==> config.mk <==
export PLATFORM = sky130hd
export DESIGN_NAME = dic_sequencer
export DESIGN_NICKNAME = d
export VERILOG_FILES = /design/src/logic/dic_cmd_issue.v /design/src/logic/dic_sequencer.v
export VERILOG_INCLUDE_DIRS = /design/src /design/src/logic
export SDC_FILE = /design/constraint.sdc
export NUM_CORES = 1
export LEC_CHECK = 0
export BUFFER_PORTS_ARGS = -buffer_cell sky130_fd_sc_hd__buf_2
export CAP_MARGIN = 20
export CORE_MARGIN = 1.5
export CORE_UTILIZATION = 58
export DETAILED_ROUTE_END_ITERATION = 12
export PLACE_DENSITY = 0.87
export SYNTH_ARGS = -nofsm -noshare
export SYNTH_HDL_FRONTEND = slang
export SYNTH_SLANG_ARGS = --single-unit
==> constraint.sdc <==
create_clock -name aclk -period 3.8 [get_ports aclk]
set_clock_uncertainty 0.15 [all_clocks]
set_input_delay 0.19 -clock aclk [delete_from_list [all_inputs] [get_ports aclk]]
set_output_delay 0.19 -clock aclk [all_outputs]
set_load 0.005 [all_outputs]
==> src/logic/dic_consts.vh <==
// Purpose: constants for the ddr2 init command sequencer
// Assumes: 125 MHz aclk, axi4-lite register port
// Notes: offsets are byte addresses of aligned 32-bit words
`ifndef DIC_CONSTS_VH
`define DIC_CONSTS_VH
// ==========================================================
// register offsets
`define DIC_OFF_MODE 4'h0
`define DIC_OFF_RTR 4'h4
`define DIC_OFF_CFG 4'h8
`define DIC_OFF_TIM 4'hc
`define DIC_OFF_MDR 5'h10
`define DIC_OFF_STAT 5'h14
// ==========================================================
// mode field codes
`define DIC_MODE_NORMAL 3'h0
`define DIC_MODE_NOP 3'h1
`define DIC_MODE_PALL 3'h2
`define DIC_MODE_MRS 3'h3
`define DIC_MODE_REF 3'h4
`define DIC_MODE_EMRS 3'h5
// ==========================================================
// configuration field positions
`define DIC_CFG_DLL_BIT 7
`define DIC_CFG_OCD_LSB 12
`define DIC_CFG_OCD_MSB 14
// ==========================================================
// reset values
`define DIC_RTR_RESET 12'h000
`define DIC_CFG_RESET 32'h00000000
// burst length code for 8
`define DIC_BL8_CODE 3'h3
// ==========================================================
// timing
`define DIC_CLK_MHZ 125
`define DIC_PAUSE_US 200
`define DIC_PAUSE_CYC (`DIC_PAUSE_US * `DIC_CLK_MHZ)
// sdram command encodings {ras_n,cas_n,we_n}
`define DIC_CMD_NOP 3'h7
`define DIC_CMD_PRE 3'h2
`define DIC_CMD_REF 3'h1
`define DIC_CMD_MRS 3'h0
`endif

==> src/logic/dic_cmd_issue.v <==
// Purpose: drives one sdram command for one clock cycle
// Assumes: request is a one-cycle pulse, never during busy
// Notes: idle output is nop; address and bank are held between
`timescale 1ns/1ps
`default_nettype none
`include "dic_consts.vh"
module dic_cmd_issue #(
  parameter AW = 14
) (
  // clock and reset
  input wire aclk,
  input wire aresetn,
  // request
  input wire req,
  input wire [2:0] req_cmd,
  input wire [2:0] req_ba,
  input wire [AW-1:0] req_addr,
  // memory command pins
  output reg [2:0] cmd,
  output reg [2:0] ba,
  output reg [AW-1:0] addr,
  output reg cs_n
);
  // register the command for exactly one cycle
  always @(posedge aclk) begin
    if (!aresetn) begin
      cmd <= `DIC_CMD_NOP;
      ba <= 3'h0;
      addr <= {AW{1'b0}};
      cs_n <= 1'b1;
    end else if (req) begin
      cmd <= req_cmd;
      ba <= req_ba;
      addr <= req_addr;
      cs_n <= 1'b0;
    end else begin
      cmd <= `DIC_CMD_NOP;
      cs_n <= 1'b1;
    end
  end
endmodule // dic_cmd_issue
`default_nettype wire

==> src/logic/dic_sequencer.v <==
// Purpose: register slave and init command sequencer of the
//   sdram_memory_controller for ddr2 parts
// Assumes: memory write port is a simple valid/ready strobe
// Notes: normal data cycles are outside this block
//
// The register addresses and the AXI4-Lite slave port were chosen for this implementation.
`timescale 1ns/1ps
`default_nettype none
`include "dic_consts.vh"
module dic_sequencer #(
  parameter AW = 14,
  parameter PAUSE_CYC = `DIC_PAUSE_CYC
) (
  // clock and reset
  input wire aclk,
  input wire aresetn,
  // axi4-lite write address
  input wire [7:0] s_axi_awaddr,
  input wire s_axi_awvalid,
  output reg s_axi_awready,
  // axi4-lite write data
  input wire [31:0] s_axi_wdata,
  input wire [3:0] s_axi_wstrb,
  input wire s_axi_wvalid,
  output reg s_axi_wready,
  // axi4-lite write response
  output reg [1:0] s_axi_bresp,
  output reg s_axi_bvalid,
  input wire s_axi_bready,
  // axi4-lite read address
  input wire [7:0] s_axi_araddr,
  input wire s_axi_arvalid,
  output reg s_axi_arready,
  // axi4-lite read data
  output reg [31:0] s_axi_rdata,
  output reg [1:0] s_axi_rresp,
  output reg s_axi_rvalid,
  input wire s_axi_rready,
  // memory-space write strobe
  input wire mem_wr_valid,
  input wire [2:0] mem_wr_ba,
  output reg mem_wr_ready,
  // memory pins
  output reg mem_clk_en,
  output reg mem_cke,
  output wire [2:0] mem_cmd,
  output wire [2:0] mem_ba,
  output wire [AW-1:0] mem_addr,
  output wire mem_cs_n
);
  // ========================================================
  // registers
  reg [2:0] mode_reg;
  reg [11:0] rtr_reg;
  reg [31:0] cfg_reg;
  reg [31:0] tim_reg;
  reg [2:0] mdr_reg;
  reg [7:0] aw_addr_reg;
  reg aw_held_reg;
  reg [31:0] w_data_reg;
  reg [3:0] w_strb_reg;
  reg w_held_reg;
  reg nop_seen_reg;
  reg [31:0] pause_reg;
  reg [11:0] ref_cnt_reg;
  reg ref_due_reg;
  reg iss_req_reg;
  reg [2:0] iss_cmd_reg;
  reg [2:0] iss_ba_reg;
  reg [AW-1:0] iss_addr_reg;
  wire pause_busy;
  wire do_write;
  wire [31:0] mrs_word;
  wire [31:0] emrs1_word;
  wire [7:0] idx_mode;
  wire [7:0] idx_rtr;
  wire [7:0] idx_cfg;
  wire [7:0] idx_tim;
  wire [7:0] idx_mdr;
  wire [7:0] idx_stat;
  assign pause_busy = (pause_reg != 32'h0);
  assign do_write = aw_held_reg && w_held_reg && !s_axi_bvalid;
  // full byte offsets so that aliases above 0x3f decode as unmapped
  assign idx_mode = {4'h0, `DIC_OFF_MODE};
  assign idx_rtr = {4'h0, `DIC_OFF_RTR};
  assign idx_cfg = {4'h0, `DIC_OFF_CFG};
  assign idx_tim = {4'h0, `DIC_OFF_TIM};
  assign idx_mdr = {3'h0, `DIC_OFF_MDR};
  assign idx_stat = {3'h0, `DIC_OFF_STAT};
  // ========================================================
  // axi4-lite write channels, taken in either order
  always @(posedge aclk) begin
    if (!aresetn) begin
      s_axi_awready <= 1'b1;
      s_axi_wready <= 1'b1;
      aw_held_reg <= 1'b0;
      w_held_reg <= 1'b0;
      aw_addr_reg <= 8'h00;
      w_data_reg <= 32'h0;
      w_strb_reg <= 4'h0;
    end else begin
      if (s_axi_awvalid && s_axi_awready) begin
        aw_addr_reg <= s_axi_awaddr;
        aw_held_reg <= 1'b1;
        s_axi_awready <= 1'b0;
      end
      if (s_axi_wvalid && s_axi_wready) begin
        w_data_reg <= s_axi_wdata;
        w_strb_reg <= s_axi_wstrb;
        w_held_reg <= 1'b1;
        s_axi_wready <= 1'b0;
      end
      if (s_axi_bvalid && s_axi_bready) begin
        aw_held_reg <= 1'b0;
        w_held_reg <= 1'b0;
        s_axi_awready <= 1'b1;
        s_axi_wready <= 1'b1;
      end
    end
  end
  // write response; unmapped offsets answer slverr
  always @(posedge aclk) begin
    if (!aresetn) begin
      s_axi_bvalid <= 1'b0;
      s_axi_bresp <= 2'h0;
    end else if (do_write) begin
      s_axi_bvalid <= 1'b1;
      if (aw_addr_reg[7:2] > idx_stat[7:2]) begin
        s_axi_bresp <= 2'h2;
      end else begin
        s_axi_bresp <= 2'h0;
      end
    end else if (s_axi_bready) begin
      s_axi_bvalid <= 1'b0;
    end
  end
  // register storage, each implemented byte lane written by its own strobe
  always @(posedge aclk) begin
    if (!aresetn) begin
      mode_reg <= `DIC_MODE_NORMAL;
      rtr_reg <= `DIC_RTR_RESET;
      cfg_reg <= `DIC_CFG_RESET;
      tim_reg <= 32'h0;
      mdr_reg <= 3'h0;
    end else if (do_write) begin
      case (aw_addr_reg[7:2])
        idx_mode[7:2]: begin
          if (w_strb_reg[0]) mode_reg <= w_data_reg[2:0];
        end
        idx_rtr[7:2]: begin
          if (w_strb_reg[0]) rtr_reg[7:0] <= w_data_reg[7:0];
          if (w_strb_reg[1]) rtr_reg[11:8] <= w_data_reg[11:8];
        end
        idx_cfg[7:2]: begin
          if (w_strb_reg[0]) cfg_reg[7:0] <= w_data_reg[7:0];
          if (w_strb_reg[1]) cfg_reg[15:8] <= w_data_reg[15:8];
          if (w_strb_reg[2]) cfg_reg[23:16] <= w_data_reg[23:16];
          if (w_strb_reg[3]) cfg_reg[31:24] <= w_data_reg[31:24];
        end
        idx_tim[7:2]: begin
          if (w_strb_reg[0]) tim_reg[7:0] <= w_data_reg[7:0];
          if (w_strb_reg[1]) tim_reg[15:8] <= w_data_reg[15:8];
          if (w_strb_reg[2]) tim_reg[23:16] <= w_data_reg[23:16];
          if (w_strb_reg[3]) tim_reg[31:24] <= w_data_reg[31:24];
        end
        idx_mdr[7:2]: begin
          if (w_strb_reg[0]) mdr_reg <= w_data_reg[2:0];
        end
        default: begin
          // status and unmapped offsets hold no storage
        end
      endcase
    end
  end
  // ========================================================
  // axi4-lite read; status shows clock, cke and pause state
  always @(posedge aclk) begin
    if (!aresetn) begin
      s_axi_arready <= 1'b1;
      s_axi_rvalid <= 1'b0;
      s_axi_rdata <= 32'h0;
      s_axi_rresp <= 2'h0;
    end else if (s_axi_arvalid && s_axi_arready) begin
      s_axi_arready <= 1'b0;
      s_axi_rvalid <= 1'b1;
      s_axi_rresp <= 2'h0;
      case (s_axi_araddr[7:2])
        idx_mode[7:2]: s_axi_rdata <= {29'h0, mode_reg};
        idx_rtr[7:2]: s_axi_rdata <= {20'h0, rtr_reg};
        idx_cfg[7:2]: s_axi_rdata <= cfg_reg;
        idx_tim[7:2]: s_axi_rdata <= tim_reg;
        idx_mdr[7:2]: s_axi_rdata <= {29'h0, mdr_reg};
        idx_stat[7:2]: begin
          s_axi_rdata <= {29'h0, pause_busy, mem_cke, mem_clk_en};
        end
        default: begin
          s_axi_rdata <= 32'h0;
          s_axi_rresp <= 2'h2;
        end
      endcase
    end else if (s_axi_rvalid && s_axi_rready) begin
      s_axi_rvalid <= 1'b0;
      s_axi_arready <= 1'b1;
    end
  end
  // ========================================================
  // mode register words: cas latency from config, burst of eight
  // fixed burst eight
  assign mrs_word = {23'h0, cfg_reg[`DIC_CFG_DLL_BIT], 1'b0,
    cfg_reg[6:4], 1'b0, `DIC_BL8_CODE};
  assign emrs1_word = {21'h0, cfg_reg[`DIC_CFG_OCD_MSB:`DIC_CFG_OCD_LSB],
    8'h00};
  // memory write accepted at most every other cycle when no pause, no refresh due and no command pending
  always @(posedge aclk) begin
    if (!aresetn) begin
      mem_wr_ready <= 1'b0;
    end else begin
      mem_wr_ready <= !pause_busy && !ref_due_reg && !mem_wr_ready
        && !iss_req_reg;
    end
  end
  // ========================================================
  // command decode from mode field on each memory write
  always @(posedge aclk) begin
    if (!aresetn) begin
      mem_clk_en <= 1'b0;
      mem_cke <= 1'b0;
      nop_seen_reg <= 1'b0;
      pause_reg <= 32'h0;
      iss_req_reg <= 1'b0;
      iss_cmd_reg <= `DIC_CMD_NOP;
      iss_ba_reg <= 3'h0;
      iss_addr_reg <= {AW{1'b0}};
    end else begin
      iss_req_reg <= 1'b0;
      if (pause_busy) begin
        pause_reg <= pause_reg - 32'h1;
      end
      if (mem_wr_valid && mem_wr_ready) begin
        case (mode_reg)
          `DIC_MODE_NOP: begin
            if (!nop_seen_reg) begin
              nop_seen_reg <= 1'b1;
              mem_clk_en <= 1'b1;
              pause_reg <= PAUSE_CYC;
            end else begin
              mem_cke <= 1'b1;
            end
          end
          `DIC_MODE_PALL: begin
            iss_req_reg <= 1'b1;
            iss_cmd_reg <= `DIC_CMD_PRE;
            iss_addr_reg <= {{(AW-11){1'b0}}, 1'b1, 10'h000};
          end
          `DIC_MODE_MRS: begin
            iss_req_reg <= 1'b1;
            iss_cmd_reg <= `DIC_CMD_MRS;
            iss_ba_reg <= mem_wr_ba;
            iss_addr_reg <= mrs_word[AW-1:0];
          end
          `DIC_MODE_REF: begin
            iss_req_reg <= 1'b1;
            iss_cmd_reg <= `DIC_CMD_REF;
          end
          `DIC_MODE_EMRS: begin
            iss_req_reg <= 1'b1;
            iss_cmd_reg <= `DIC_CMD_MRS;
            iss_ba_reg <= mem_wr_ba;
            if (mem_wr_ba == 3'h1) begin
              iss_addr_reg <= emrs1_word[AW-1:0];
            end else begin
              iss_addr_reg <= {AW{1'b0}};
            end
          end
          default: begin
          end
        endcase
      end else if (ref_due_reg && mode_reg == `DIC_MODE_NORMAL
          && !iss_req_reg) begin
        iss_req_reg <= 1'b1;
        iss_cmd_reg <= `DIC_CMD_REF;
      end
    end
  end
  // ========================================================
  // refresh timer counting the programmed interval
  always @(posedge aclk) begin
    if (!aresetn) begin
      ref_cnt_reg <= 12'h0;
      ref_due_reg <= 1'b0;
    end else begin
      if (iss_req_reg && iss_cmd_reg == `DIC_CMD_REF) begin
        ref_due_reg <= 1'b0;
      end
      if (mode_reg != `DIC_MODE_NORMAL || rtr_reg == 12'h0
          || !mem_cke) begin
        ref_cnt_reg <= 12'h0;
      end else if (ref_cnt_reg >= rtr_reg - 12'h1) begin
        // interval elapsed; set wins over clear
        ref_cnt_reg <= 12'h0;
        ref_due_reg <= 1'b1;
      end else begin
        ref_cnt_reg <= ref_cnt_reg + 12'h1;
      end
    end
  end
  // ========================================================
  // one-cycle command driver
  dic_cmd_issue #(
    .AW(AW)
  ) u_issue (
    .aclk(aclk),
    .aresetn(aresetn),
    .req(iss_req_reg),
    .req_cmd(iss_cmd_reg),
    .req_ba(iss_ba_reg),
    .req_addr(iss_addr_reg),
    .cmd(mem_cmd),
    .ba(mem_ba),
    .addr(mem_addr),
    .cs_n(mem_cs_n)
  );
endmodule // dic_sequencer
`default_nettype wire

==> summary.txt, run 1 <==
Clock network
  – H-tree levels: 1
  – Clock tree sinks: about 240
  – Clock slew at reported path FFs: 0.06 ns
  – CTS tree: built
  – Worst-skew pair later-pin latency: 0.53 ns
  – Clk root buf: clkbuf_16
  – Clock buffer depth: 3
  – Post_cts resized: 0
  – CTS Buf Count: 25

Power
  – Worst vdd ir: 0.407 mV
  – Total Power: 6.84 mW
  – Pleak: 5.06 nW
  – Power Density: ~550 nW/um2

Worst setup path
  – Critical Path Most Common Cell: a211oi_1
  – CP Buf/Inv Count: 1
  – CP endpoint kind: register
  – CP max stage delay: a little under 0.6 ns
  – Peak fanout along the critical path: 8
  – CP arrival: about 3.6 ns
  – Crit path kind: register to register
  – Crit-path cells: or4_1 > nor4_1 > nor2b_1 > xnor2_1 > ha_1 > a211oi_1 > nand2_1 > a211oi_1 > o31ai_1 > buf_4 > a31o_2
  – Crit-path leading delay family: simple AND/OR/NAND/NOR gates
  – Worst EP required: 4.07 ns
  – Critical Path Source Type: register
  – CP max-delay cell: or4_1

Logic synthesis
  – Ys flop type: dfxtp_1
  – Sequential-to-total area share from yosys stat: 0.467
  – Syn Area/Cell: 8.70 um2
  – Top cell type by total area after synthesis: dfxtp_1
  – Post-synthesis register bit count: about 240
  – Post-synth EDFFs: 0
  – Synth cell types: 53
  – Mapped Cells: roughly 1200
  – Synth cell count leaders: dfxtp_1 (242), nand2_1 (195), o21ai_0 (102)
  – Yosys Warn Count: 0
  – Most frequent cell after synthesis: dfxtp_1
  – Mapped Area: 10400 um2
  – Main area contributors after synthesis: dfxtp_1 (47%), mux2i_1 (7.6%), nand2_1 (7.1%)
  – Async SR Flop Fraction: 0
  – Yosys top cell area share: 0.467

Die
  – Initial Util: 0.597
  – Num rows: 48
  – Num ports: between 100 and 150
  – DIE AREA: 18700 um2
  – Die Ht: 137 um
  – Core area: 17400 um2
  – Die Wd: around 140 um

Detailed routing
  – DRT antenna net count: 0
  – DRC viols: 0
  – WL final: 26300 um
  – Vias: 9137
  – Vias/cell: between 5 and 6
  – DR pass1 iterations: 9
  – Avg WL per Cell: 16.8 um
  – Initial drt markers: roughly 800

Timing
  – Least-Margin Pin Slew: about 0.95 ns
  – Fmax achieved: 304 MHz
  – Final setup vio count: 0
  – Hold slack: 0.0734 ns
  – Minimum clock period: approximately 3.3 ns
  – Slew Limit Headroom: 0.363
  – Final Slew Violations: 0
  – Setup ws final: 0.509 ns
  – RSZ-0062 raised after global routing: no
  – Setup TNS: 0 ns
  – Final worst path period share: 0.866
  – Final Hold Fails: 0

Placement
  – Hpwl dp: 15700 um
  – GPL Wtd Cong: between 0.8 and 0.9
  – Worst slack at placement: 0.494 ns
  – Placed Cells: 1463
  – I/O Buffers: 115

Layout
  – Layout Cells excl Fill: 1568
  – N_diodes: 0
  – Layout cells sized above 1: 0.134
  – Fill cells: 1221
  – Area Growth Syn to Fin: 19.9%
  – NumNets Final: 1409

Outcome
  – Run status: finished clean

Job
  – Max-Cap Viols: 0

GRT
  – Remaining Overflow, GRT: 0
  – GRT Total Usage: 0.281
  – Initial antenna violation count: 1
  – First-pass GRT wire length: about 42000 um
  – Vias in the first global route: 8648
  – Largest net degree at the start of global routing: 100

Min path
  – Worst Hold Class: input port to register
==> layout by cell type, fill, tap and decap left out, drive strengths merged, types with 10 or more instances in the layout <==
| master | synthesis | routed |
|---|---|---|
| dlygate4sd3 | 0 | 63 |
| or3 | 26 | 26 |
| nor2 | 40 | 40 |
| nand2 | 195 | 195 |
| buf | 21 | 127 |
| a22oi | 13 | 13 |
| mux2i | 79 | 79 |
| dfxtp | 242 | 242 |
| nand3 | 59 | 59 |
| clkbuf | 65 | 37 |
| nor2b | 29 | 29 |
| o31a | 10 | 10 |
| o21ai | 102 | 102 |
| a21boi | 32 | 32 |
| nand2b | 12 | 12 |
| a21oi | 64 | 64 |
| nor3 | 10 | 10 |
| and2 | 29 | 29 |
| inv | 19 | 20 |
| ha | 17 | 17 |
| xnor2 | 18 | 18 |
| or4 | 14 | 14 |
| nor4 | 14 | 14 |
==> worst reg2reg max path: stages, from the launching register on <==
cell	delay, ns
dfxtp_1	0.37
or4_1	0.59
nor4_1	0.34
nor2b_1	0.21
xnor2_1	0.09
ha_1	0.20
a211oi_1	0.22
nand2_1	0.11
a211oi_1	0.21
o31ai_1	0.24
buf_4	0.23
a31o_2	0.22
==> per-stage QoR <==
step,area [um2],util
2_1_floorplan,10400,-
3_3_place_gp,11000,0.632
3_5_place_dp,11000,0.632
4_1_cts,12400,0.716
5_1_grt,12400,0.716
6_report,12400,0.716
==> power by group <==
part | internal, mW | total [mW] | switching [mW]
logic | 0.599 | 1.48 | 0.883
registers | 2.74 | 2.92 | 0.185
clock network | 1.46 | 2.44 | 0.978
==> metal layers <==
metal  part of all wire  GRT usage  vias up  wire length, um
met2               0.48      0.476      330            12600
li1                   -          -     4413                -
met1               0.42      0.351     4311            11000
met4              0.037      0.113        2              984
met3              0.065     0.0537       81             1700
met5            0.00042          0        -               11
==> cells by family (layout without fill, tap and decap cells) <==
logic type	Yosys count	count (layout)	share of synthesized area
xor+xnor	21	21	0.0177
fa+ha+maj	17	17	0.0205
buf+inv	105	250	0.0414
flops	242	242	0.467
other cells	1	8	0.000362
simple gates	461	461	0.220
compound gates	257	257	0.148
mux	87	87	0.0850
==> worst paths after layout <==
path,startpoint,endpoint,slack [ns],depth (start not counted)
worst max register to register,rtr_reg[4],ref_due_reg,0.51,11
worst max-delay path,rtr_reg[4],ref_due_reg,0.51,11
worst min-delay path,s_axi_araddr[4],s_axi_rdata[2],0.07,4
worst min register to register,s_axi_rdata[4],s_axi_rdata[4],0.30,2
==> layout make-up <==
cell class	instances	area, um2	area share
clock inverters	4	87.6	0.00704
well taps	225	282	0.0226
repair buffers	190	1300	0.104
multi-input cells	851	5120	0.412
flip-flops and latches	242	4840	0.390
inverters	19	71.3	0.00574
clock buffers	37	731	0.0588
==> what timing repair did <==
| item | in CTS | in global routing |
|---|---|---|
| hold endpoints to repair | 87 | 0 |
| setup buffers | 0 | 0 |
| hold buffers | 63 | 0 |
No activity file was read; power rests on OpenSTA's default activity.
==> run 2: changes to the inputs <==
- CORE_UTILIZATION: 58 -> 60
- PLACE_DENSITY: 0.87 -> 0.79
- clock period: 3.8 -> 4 ns (I/O delays scaled with it)
==> run 2 against run 1 <==
- total power fell by 6.4%
- register-to-register slack improved by 0.30 ns
- routed wire length fell by 6.6%
- clock power fell by 8%
- final cell count fell by 0.38%
- setup slack improved by 0.30 ns
- count of clock-buffer cells in the layout did not move
- sequential cell count did not move
- fmax rose by 3.0%
- hold slack got worse by 0.0054 ns
- critical path type unchanged
==> summary.txt, run 2 (synthesized netlist as in run 1, its figures left out) <==
Outcome
  – Run status: finished clean

Clock network
  – Post_cts resized: 0 (unchanged)
  – Clock slew at reported path FFs: 0.06 ns (about the same)
  – CTS tree: built
  – H-tree levels: 1 (unchanged)
  – Clock tree sinks: 242 (unchanged)
  – Clock buffer depth: 3 (unchanged)
  – Clk root buf: clkbuf_16
  – CTS Buf Count: 25 (unchanged)
  – Worst-skew pair later-pin latency: 0.51 ns (-0.02 ns)

Power
  – Worst vdd ir: 0.373 mV (-8.4%)
  – Comb power frac: 0.216 (about the same)
  – Power Density: 516 nW/um2 (-6.2%)
  – Clock Power Share: 0.352 (-0.005)
  – Pleak: 5.05 nW (-0.14%)
  – Internal power: 4.51 mW (-5.9%)
  – Total Power: 6.40 mW (-6.4%)
  – Sw Share: 0.295 (-0.00432)
  – Part of the power in registers: 0.432 (+0.005)
  – NetSw: 1.89 mW (-7.8%)

Layout
  – Register area: 4840 um2 (unchanged)
  – Commonest cells after routing, fill and taps aside: dfxtp_1 (242), nand2_1 (195), buf_2 (114), o21ai_0 (102), mux2i_1 (79)
  – N_diodes: 0 (unchanged)
  – Fill cells: 1267 (+3.8%)
  – Commonest non-fill, non-tap cell in the layout: dfxtp_1
  – Area Growth Syn to Fin: 19.6%
  – Multi-input gate area: 5120 um2 (unchanged)
  – NumNets Final: 1408 (-0.071%)
  – Layout cells sized above 1: 0.136 (+0.00159)

GRT
  – Largest net degree at the start of global routing: 67 (-33%)
  – GRT Total Usage: 0.269 (-0.0114)
  – Initial antenna violation count: 1 (unchanged)
  – First-pass GRT wire length: 39800 um (-5.6%)
  – Vias in the first global route: 8116 (-6.2%)
  – Remaining Overflow, GRT: 0 (unchanged)

Placement
  – Hpwl dp: 15100 um (-4.0%)
  – Worst slack at placement: 0.843 ns (+0.349 ns)
  – I/O Buffers: 115 (unchanged)
  – GPL Wtd Cong: 0.796 (-5.3%)

Die
  – Die Ht: 134 um (-1.6%)
  – Die Wd: 134 um (-1.6%)
  – Num rows: 47 (-2.1%)
  – Initial Util: 0.619 (+0.0213)
  – DIE AREA: 18100 um2 (-3.3%)
  – Num ports: 128 (unchanged)
  – Core area: 16800 um2 (-3.4%)

Timing
  – Final Slew Violations: 0 (unchanged)
  – Fmax achieved: 313 MHz (+3.0%)
  – Final setup vio count: 0 (unchanged)
  – Final Hold Fails: 0 (unchanged)
  – Final worst path period share: 0.799 (-0.0674)
  – Minimum clock period: 3.20 ns (-0.0962 ns)
  – Slew Limit Headroom: 0.308 (-0.0543)
  – Hold slack: 0.0680 ns (-0.00537 ns)
  – Least-Margin Pin Slew: 1.03 ns (+0.0756 ns)
  – Setup ws final: 0.805 ns (+0.296 ns)
  – RSZ-0062 raised after global routing: no
  – Setup TNS: 0 ns (unchanged)

Worst setup path
  – CP arrival: 3.49 ns (-0.07 ns)
  – Worst EP required: 4.29 ns (+0.22 ns)
  – Peak fanout along the critical path: 8 (unchanged)
  – CP endpoint kind: register
  – Critical Path Source Type: register
  – Crit path kind: register to register

Detailed routing
  – WL final: 24500 um (-6.6%)
  – Avg WL per Cell: 15.7 um (-6.2%)
  – DRC viols: 0 (unchanged)
  – DR pass1 iterations: 5 (-4)
  – DRT antenna net count: 0 (unchanged)
  – Vias/cell: 5.68 (-2.5%)
  – Initial drt markers: 619 (-23%)
  – Vias: 8871 (-2.9%)

Job
  – Max-Cap Viols: 0 (unchanged)

Min path
  – Worst Hold Class: input port to register
[run 2: layout make-up]
cell class / instances / share of cell area
Tap cell: 220 / 0.0222
Timing Repair Buffer: 189 / 0.104
Clock buffer: 37 / 0.0606
Clock inverter: 4 / 0.00363
Sequential cell: 242 / 0.391
Inverter: 19 / 0.00575
Multi-Input combinational cell: 851 / 0.413
[run 2: power by group through the flow]
stage                     clock [mW]  combinational, mW  sequential (mW)
final                           2.25               1.38             2.77
after global routing            2.39               1.54             2.79
after CTS                       2.28               1.37             2.76
after detailed placement           0               1.31             2.81
after global placement             0               1.27             2.80
after floorplan                    0               1.11             2.77
[run 2: through the flow]
step	instance area [um2]	std cells	util
global placement	11000	1458	0.655
floorplan	10400	1198	-
global route	12400	1562	0.740
detailed placement	11000	1458	0.655
finish	12400	1562	0.740
CTS	12400	1561	0.739
[run 2: critical path, cell delays in order, from the launching register on]
cell	delay, ns
dfxtp_1	0.36
or4_1	0.59
nor4_1	0.31
nor2b_1	0.24
xnor2_1	0.09
ha_1	0.20
a211oi_1	0.23
nand2_1	0.10
a211oi_1	0.22
o31ai_1	0.26
buf_4	0.24
a21oi_1	0.13
[run 2: repair_timing]
item / CTS / global route
hold buffers: 62 / 0
buffers inserted: 0 / 0
hold endpoints to repair: 57 / 0
[run 2: final timing paths]
check                                     start  cells after the start         endpoint  slack (ns)
worst max-delay path                 rtr_reg[4]                     11   ref_cnt_reg[5]        0.80
worst max register to register       rtr_reg[4]                     11   ref_cnt_reg[5]        0.80
worst min-delay path            s_axi_araddr[4]                      4   s_axi_rdata[2]        0.07
worst min register to register  s_axi_rdata[11]                      2  s_axi_rdata[11]        0.30
[run 2: layer usage]
layer,track usage,up-vias,part of all wire
li1,-,4411,-
met1,0.364,4140,0.45
met2,0.442,269,0.46
met3,0.0454,49,0.062
met4,0.0866,2,0.026
met5,0,-,0.00061
==> run 3: changes to the inputs <==
- ABC_AREA: unset -> 1
- CORE_UTILIZATION: 60 -> 58
- PLACE_DENSITY: 0.79 -> 0.77
- clock period: 4 -> 3.2 ns (I/O delays scaled with it)
==> run 3 against run 2 <==
- fmax grew 14%
- count of clock-buffer cells in the layout shrank 3
- utilization shrank 2.8 points
- critical path depth up 3
- critical path type unchanged
- largest power group unchanged
==> summary.txt, run 3 <==
Power
  – Internal power: 5.51 mW (+22%)
  – Comb power frac: 0.222 (+0.006)
  – Worst vdd ir: 0.517 mV (+39%)
  – Pleak: 5.23 nW (+3.5%)
  – NetSw: 2.49 mW (+32%)
  – Part of the power in registers: 0.420 (-0.012)
  – Clock Power Share: 0.358 (+0.006)
  – Power Density: 643 nW/um2 (+25%)
  – Sw Share: 0.312 (+0.0168)

Layout
  – Layout cells sized above 1: 0.145 (+0.00956)
  – NumNets Final: 1599 (+14%)
  – Commonest non-fill, non-tap cell in the layout: dfxtp_1
  – Final instance area: 12400 um2 (+0.32%)
  – Area Growth Syn to Fin: 18.6%
  – Fill cells: 1374 (+8.4%)
  – Commonest cells after routing, fill and taps aside: dfxtp_1 (242), nand2_1 (184), nor2_1 (183), a21oi_1 (144), inv_1 (135)
  – N_diodes: 0 (unchanged)

Logic synthesis
  – Sequential-to-total area share from yosys stat: 0.462 (-0.00541)
  – Syn Area/Cell: 7.62 um2 (-12%)
  – Most frequent cell after synthesis: dfxtp_1
  – Main area contributors after synthesis: dfxtp_1 (46%), a21oi_1 (6.9%), nand2_1 (6.6%)
  – Ys flop type: dfxtp_1
  – Top cell type by total area after synthesis: dfxtp_1
  – Mapped Area: 10500 um2 (+1.2%)
  – Synth cell count leaders: dfxtp_1 (242), nand2_1 (184), nor2_1 (183)
  – Yosys top cell area share: 0.462 (-0.00541)
  – Post-synthesis register bit count: 242 (unchanged)
  – Async SR Flop Fraction: 0 (unchanged)
  – Yosys Warn Count: 0 (unchanged)
  – Post-synth EDFFs: 0 (unchanged)
  – Synth cell types: 49 (-7.5%)
  – Mapped Cells: 1376 (+16%)

Worst setup path
  – Critical Path Source Type: register
  – CP arrival: 3.09 ns (-0.40 ns)
  – Peak fanout along the critical path: 13 (+5)
  – Worst EP required: 3.48 ns (-0.81 ns)
  – CP endpoint kind: register
  – Source of the critical timing path: rtr_reg[0]
  – Crit path kind: register to register
  – Reg2reg start: rtr_reg[0]

Timing
  – Slew Limit Headroom: 0.300 (-0.00813)
  – Minimum clock period: 2.81 ns (-0.387 ns)
  – RSZ-0062 raised after global routing: no
  – Setup TNS: 0 ns (unchanged)
  – Final worst path period share: 0.878 (+0.0789)
  – Final setup vio count: 0 (unchanged)
  – Final Slew Violations: 0 (unchanged)
  – Final Hold Fails: 0 (unchanged)
  – Least-Margin Pin Slew: 1.05 ns (+0.0210 ns)
  – Fmax achieved: 356 MHz (+14%)

Die
  – Die Ht: 137 um (+2.2%)
  – DIE AREA: 18900 um2 (+4.6%)
  – Core area: 17500 um2 (+4.3%)
  – Die Wd: 137 um (+2.2%)
  – Num rows: 48 (+2.1%)
  – Initial Util: 0.600 (-0.0184)
  – Num ports: 128 (unchanged)

Clock network
  – Clock buffer depth: 3 (unchanged)
  – CTS Buf Count: 25 (unchanged)
  – Clock slew at reported path FFs: 0.06 ns (about the same)
  – Post_cts resized: 0 (unchanged)
  – H-tree levels: 1 (unchanged)
  – CTS tree: built
  – Worst-skew pair later-pin latency: 0.51 ns (about the same)
  – Clk root buf: clkbuf_16
  – Clock tree sinks: 242 (unchanged)

Placement
  – Placement Cell Area: 11100 um2 (+1.3%)
  – GPL Wtd Cong: 0.943 (+18%)
  – Hpwl dp: 17300 um (+15%)
  – I/O Buffers: 115 (unchanged)

Min path
  – Startpoint of the lowest-slack hold path: s_axi_awvalid
  – Worst Hold Class: input port to register

GRT
  – Largest net degree at the start of global routing: 129 (+93%)
  – Initial antenna violation count: 0 (-1)
  – Remaining Overflow, GRT: 0 (unchanged)
  – Vias in the first global route: 8739 (+7.7%)
  – First-pass GRT wire length: 42300 um (+6.3%)
  – GRT Total Usage: 0.280 (+0.0104)

Detailed routing
  – DRC viols: 0 (unchanged)
  – Avg WL per Cell: 15.0 um (-4.5%)
  – Vias: 9606 (+8.3%)
  – WL final: 26400 um (+7.6%)
  – Vias/cell: 5.45 (-4.0%)
  – DR pass1 iterations: 5 (unchanged)
  – DRT antenna net count: 0 (unchanged)
  – Initial drt markers: 743 (+20%)

Outcome
  – Run status: finished clean

Job
  – Max-Cap Viols: 0 (unchanged)
==> run 3: cell types whose count changed after synthesis, moves of 26 or more <==
cell | previous run | this run
nor2b_1 | 29 | 0
a21boi_0 | 32 | 0
o21ai_0 | 102 | 133
and2_1 | 28 | 0
nor2_1 | 40 | 183
a21oi_1 | 64 | 144
nor3_1 | 10 | 45
inv_1 | 19 | 135
mux2i_1 | 79 | 0
xor2_1 | 3 | 29
==> run 3: logic make-up (layout without fill, tap and decap cells) <==
kind of cell    count (synthesis)  after routing  share of synthesized area
compound gates                341            341                      0.175
xor+xnor                       43             43                     0.0359
fa+ha+maj                      17             17                     0.0203
buf+inv                       216            369                     0.0849
flops                         242            242                      0.462
other cells                     1              8                   0.000358
simple gates                  516            516                      0.222
==> run 3: path summary, 6_finish.rpt <==
path                          to  slack, ns  cells past startpoint
hold / removal    aw_addr_reg[7]       0.03                      3
setup reg to reg  ref_cnt_reg[1]       0.39                     14
setup / recovery  ref_cnt_reg[1]       0.39                     14
hold reg to reg    iss_ba_reg[2]       0.30                      2
==> run 3: area by class of cell <==
class | count | area [um2] | share of cell area
sequential | 242 | 4840 | 0.390
clock buffer | 34 | 699 | 0.0562
timing repair buffer | 176 | 1160 | 0.0936
multi-input combinational | 925 | 4780 | 0.384
clock inverter | 10 | 106 | 0.00855
tap | 225 | 282 | 0.0226
inverter | 149 | 561 | 0.0451
==> run 3: per-layer routing <==
| layer | vias to the layer above | track usage | share of wire |
|---|---|---|---|
| met5 | - | 0 | 0 |
| met1 | 4392 | 0.382 | 0.45 |
| li1 | 4832 | - | - |
| met4 | 0 | 0.0608 | 0.015 |
| met2 | 346 | 0.463 | 0.45 |
| met3 | 36 | 0.0511 | 0.078 |
==> run 3: worst max-delay path, stage by stage, from the launching register on <==
cell and delay, ns:
dfxtp_1 0.32, inv_1 0.17, ha_1 0.24, nand4_1 0.15, nor3_1 0.29, nand3_1 0.14, xor2_1 0.14, inv_1 0.05
ha_1 0.27, nand2_1 0.08, nor2_1 0.05, a211oi_1 0.18, nand4_1 0.12, buf_4 0.19, nor3b_1 0.19
==> run 3: stage by stage <==
| stage | std cells | util | total power [mW] | setup WS [ns] | hold slack, ns |
|---|---|---|---|---|---|
| CTS | 1761 | 0.712 | 7.99 | 0.405 | 0.00764 |
| detailed placement | 1666 | 0.636 | 5.11 | 0.414 | 0.267 |
| finish | 1761 | 0.712 | 8.00 | 0.391 | 0.0343 |
| global placement | 1666 | 0.636 | 5.09 | 0.507 | 0.266 |
| floorplan | 1383 | - | 4.71 | 0.581 | 0.158 |
| global route | 1761 | 0.712 | 8.39 | 0.0898 | 0.0459 |
==> run 3: repair_timing <==
action / in CTS / in global routing
endpoints found under the setup margin: 0 / 0
hold endpoints to repair: 70 / 0
buffers inserted: 0 / 0
hold buffers: 51 / 0
==> run 3: power groups by stage <==
stage	Clock [mW]	Sequential, mW	Combinational, mW
2_1_floorplan	0	3.37	1.34
3_3_place_gp	0	3.41	1.67
5_1_grt	3.02	3.38	1.99
4_1_cts	2.88	3.35	1.75
3_5_place_dp	0	3.42	1.70
6_report	2.86	3.36	1.78
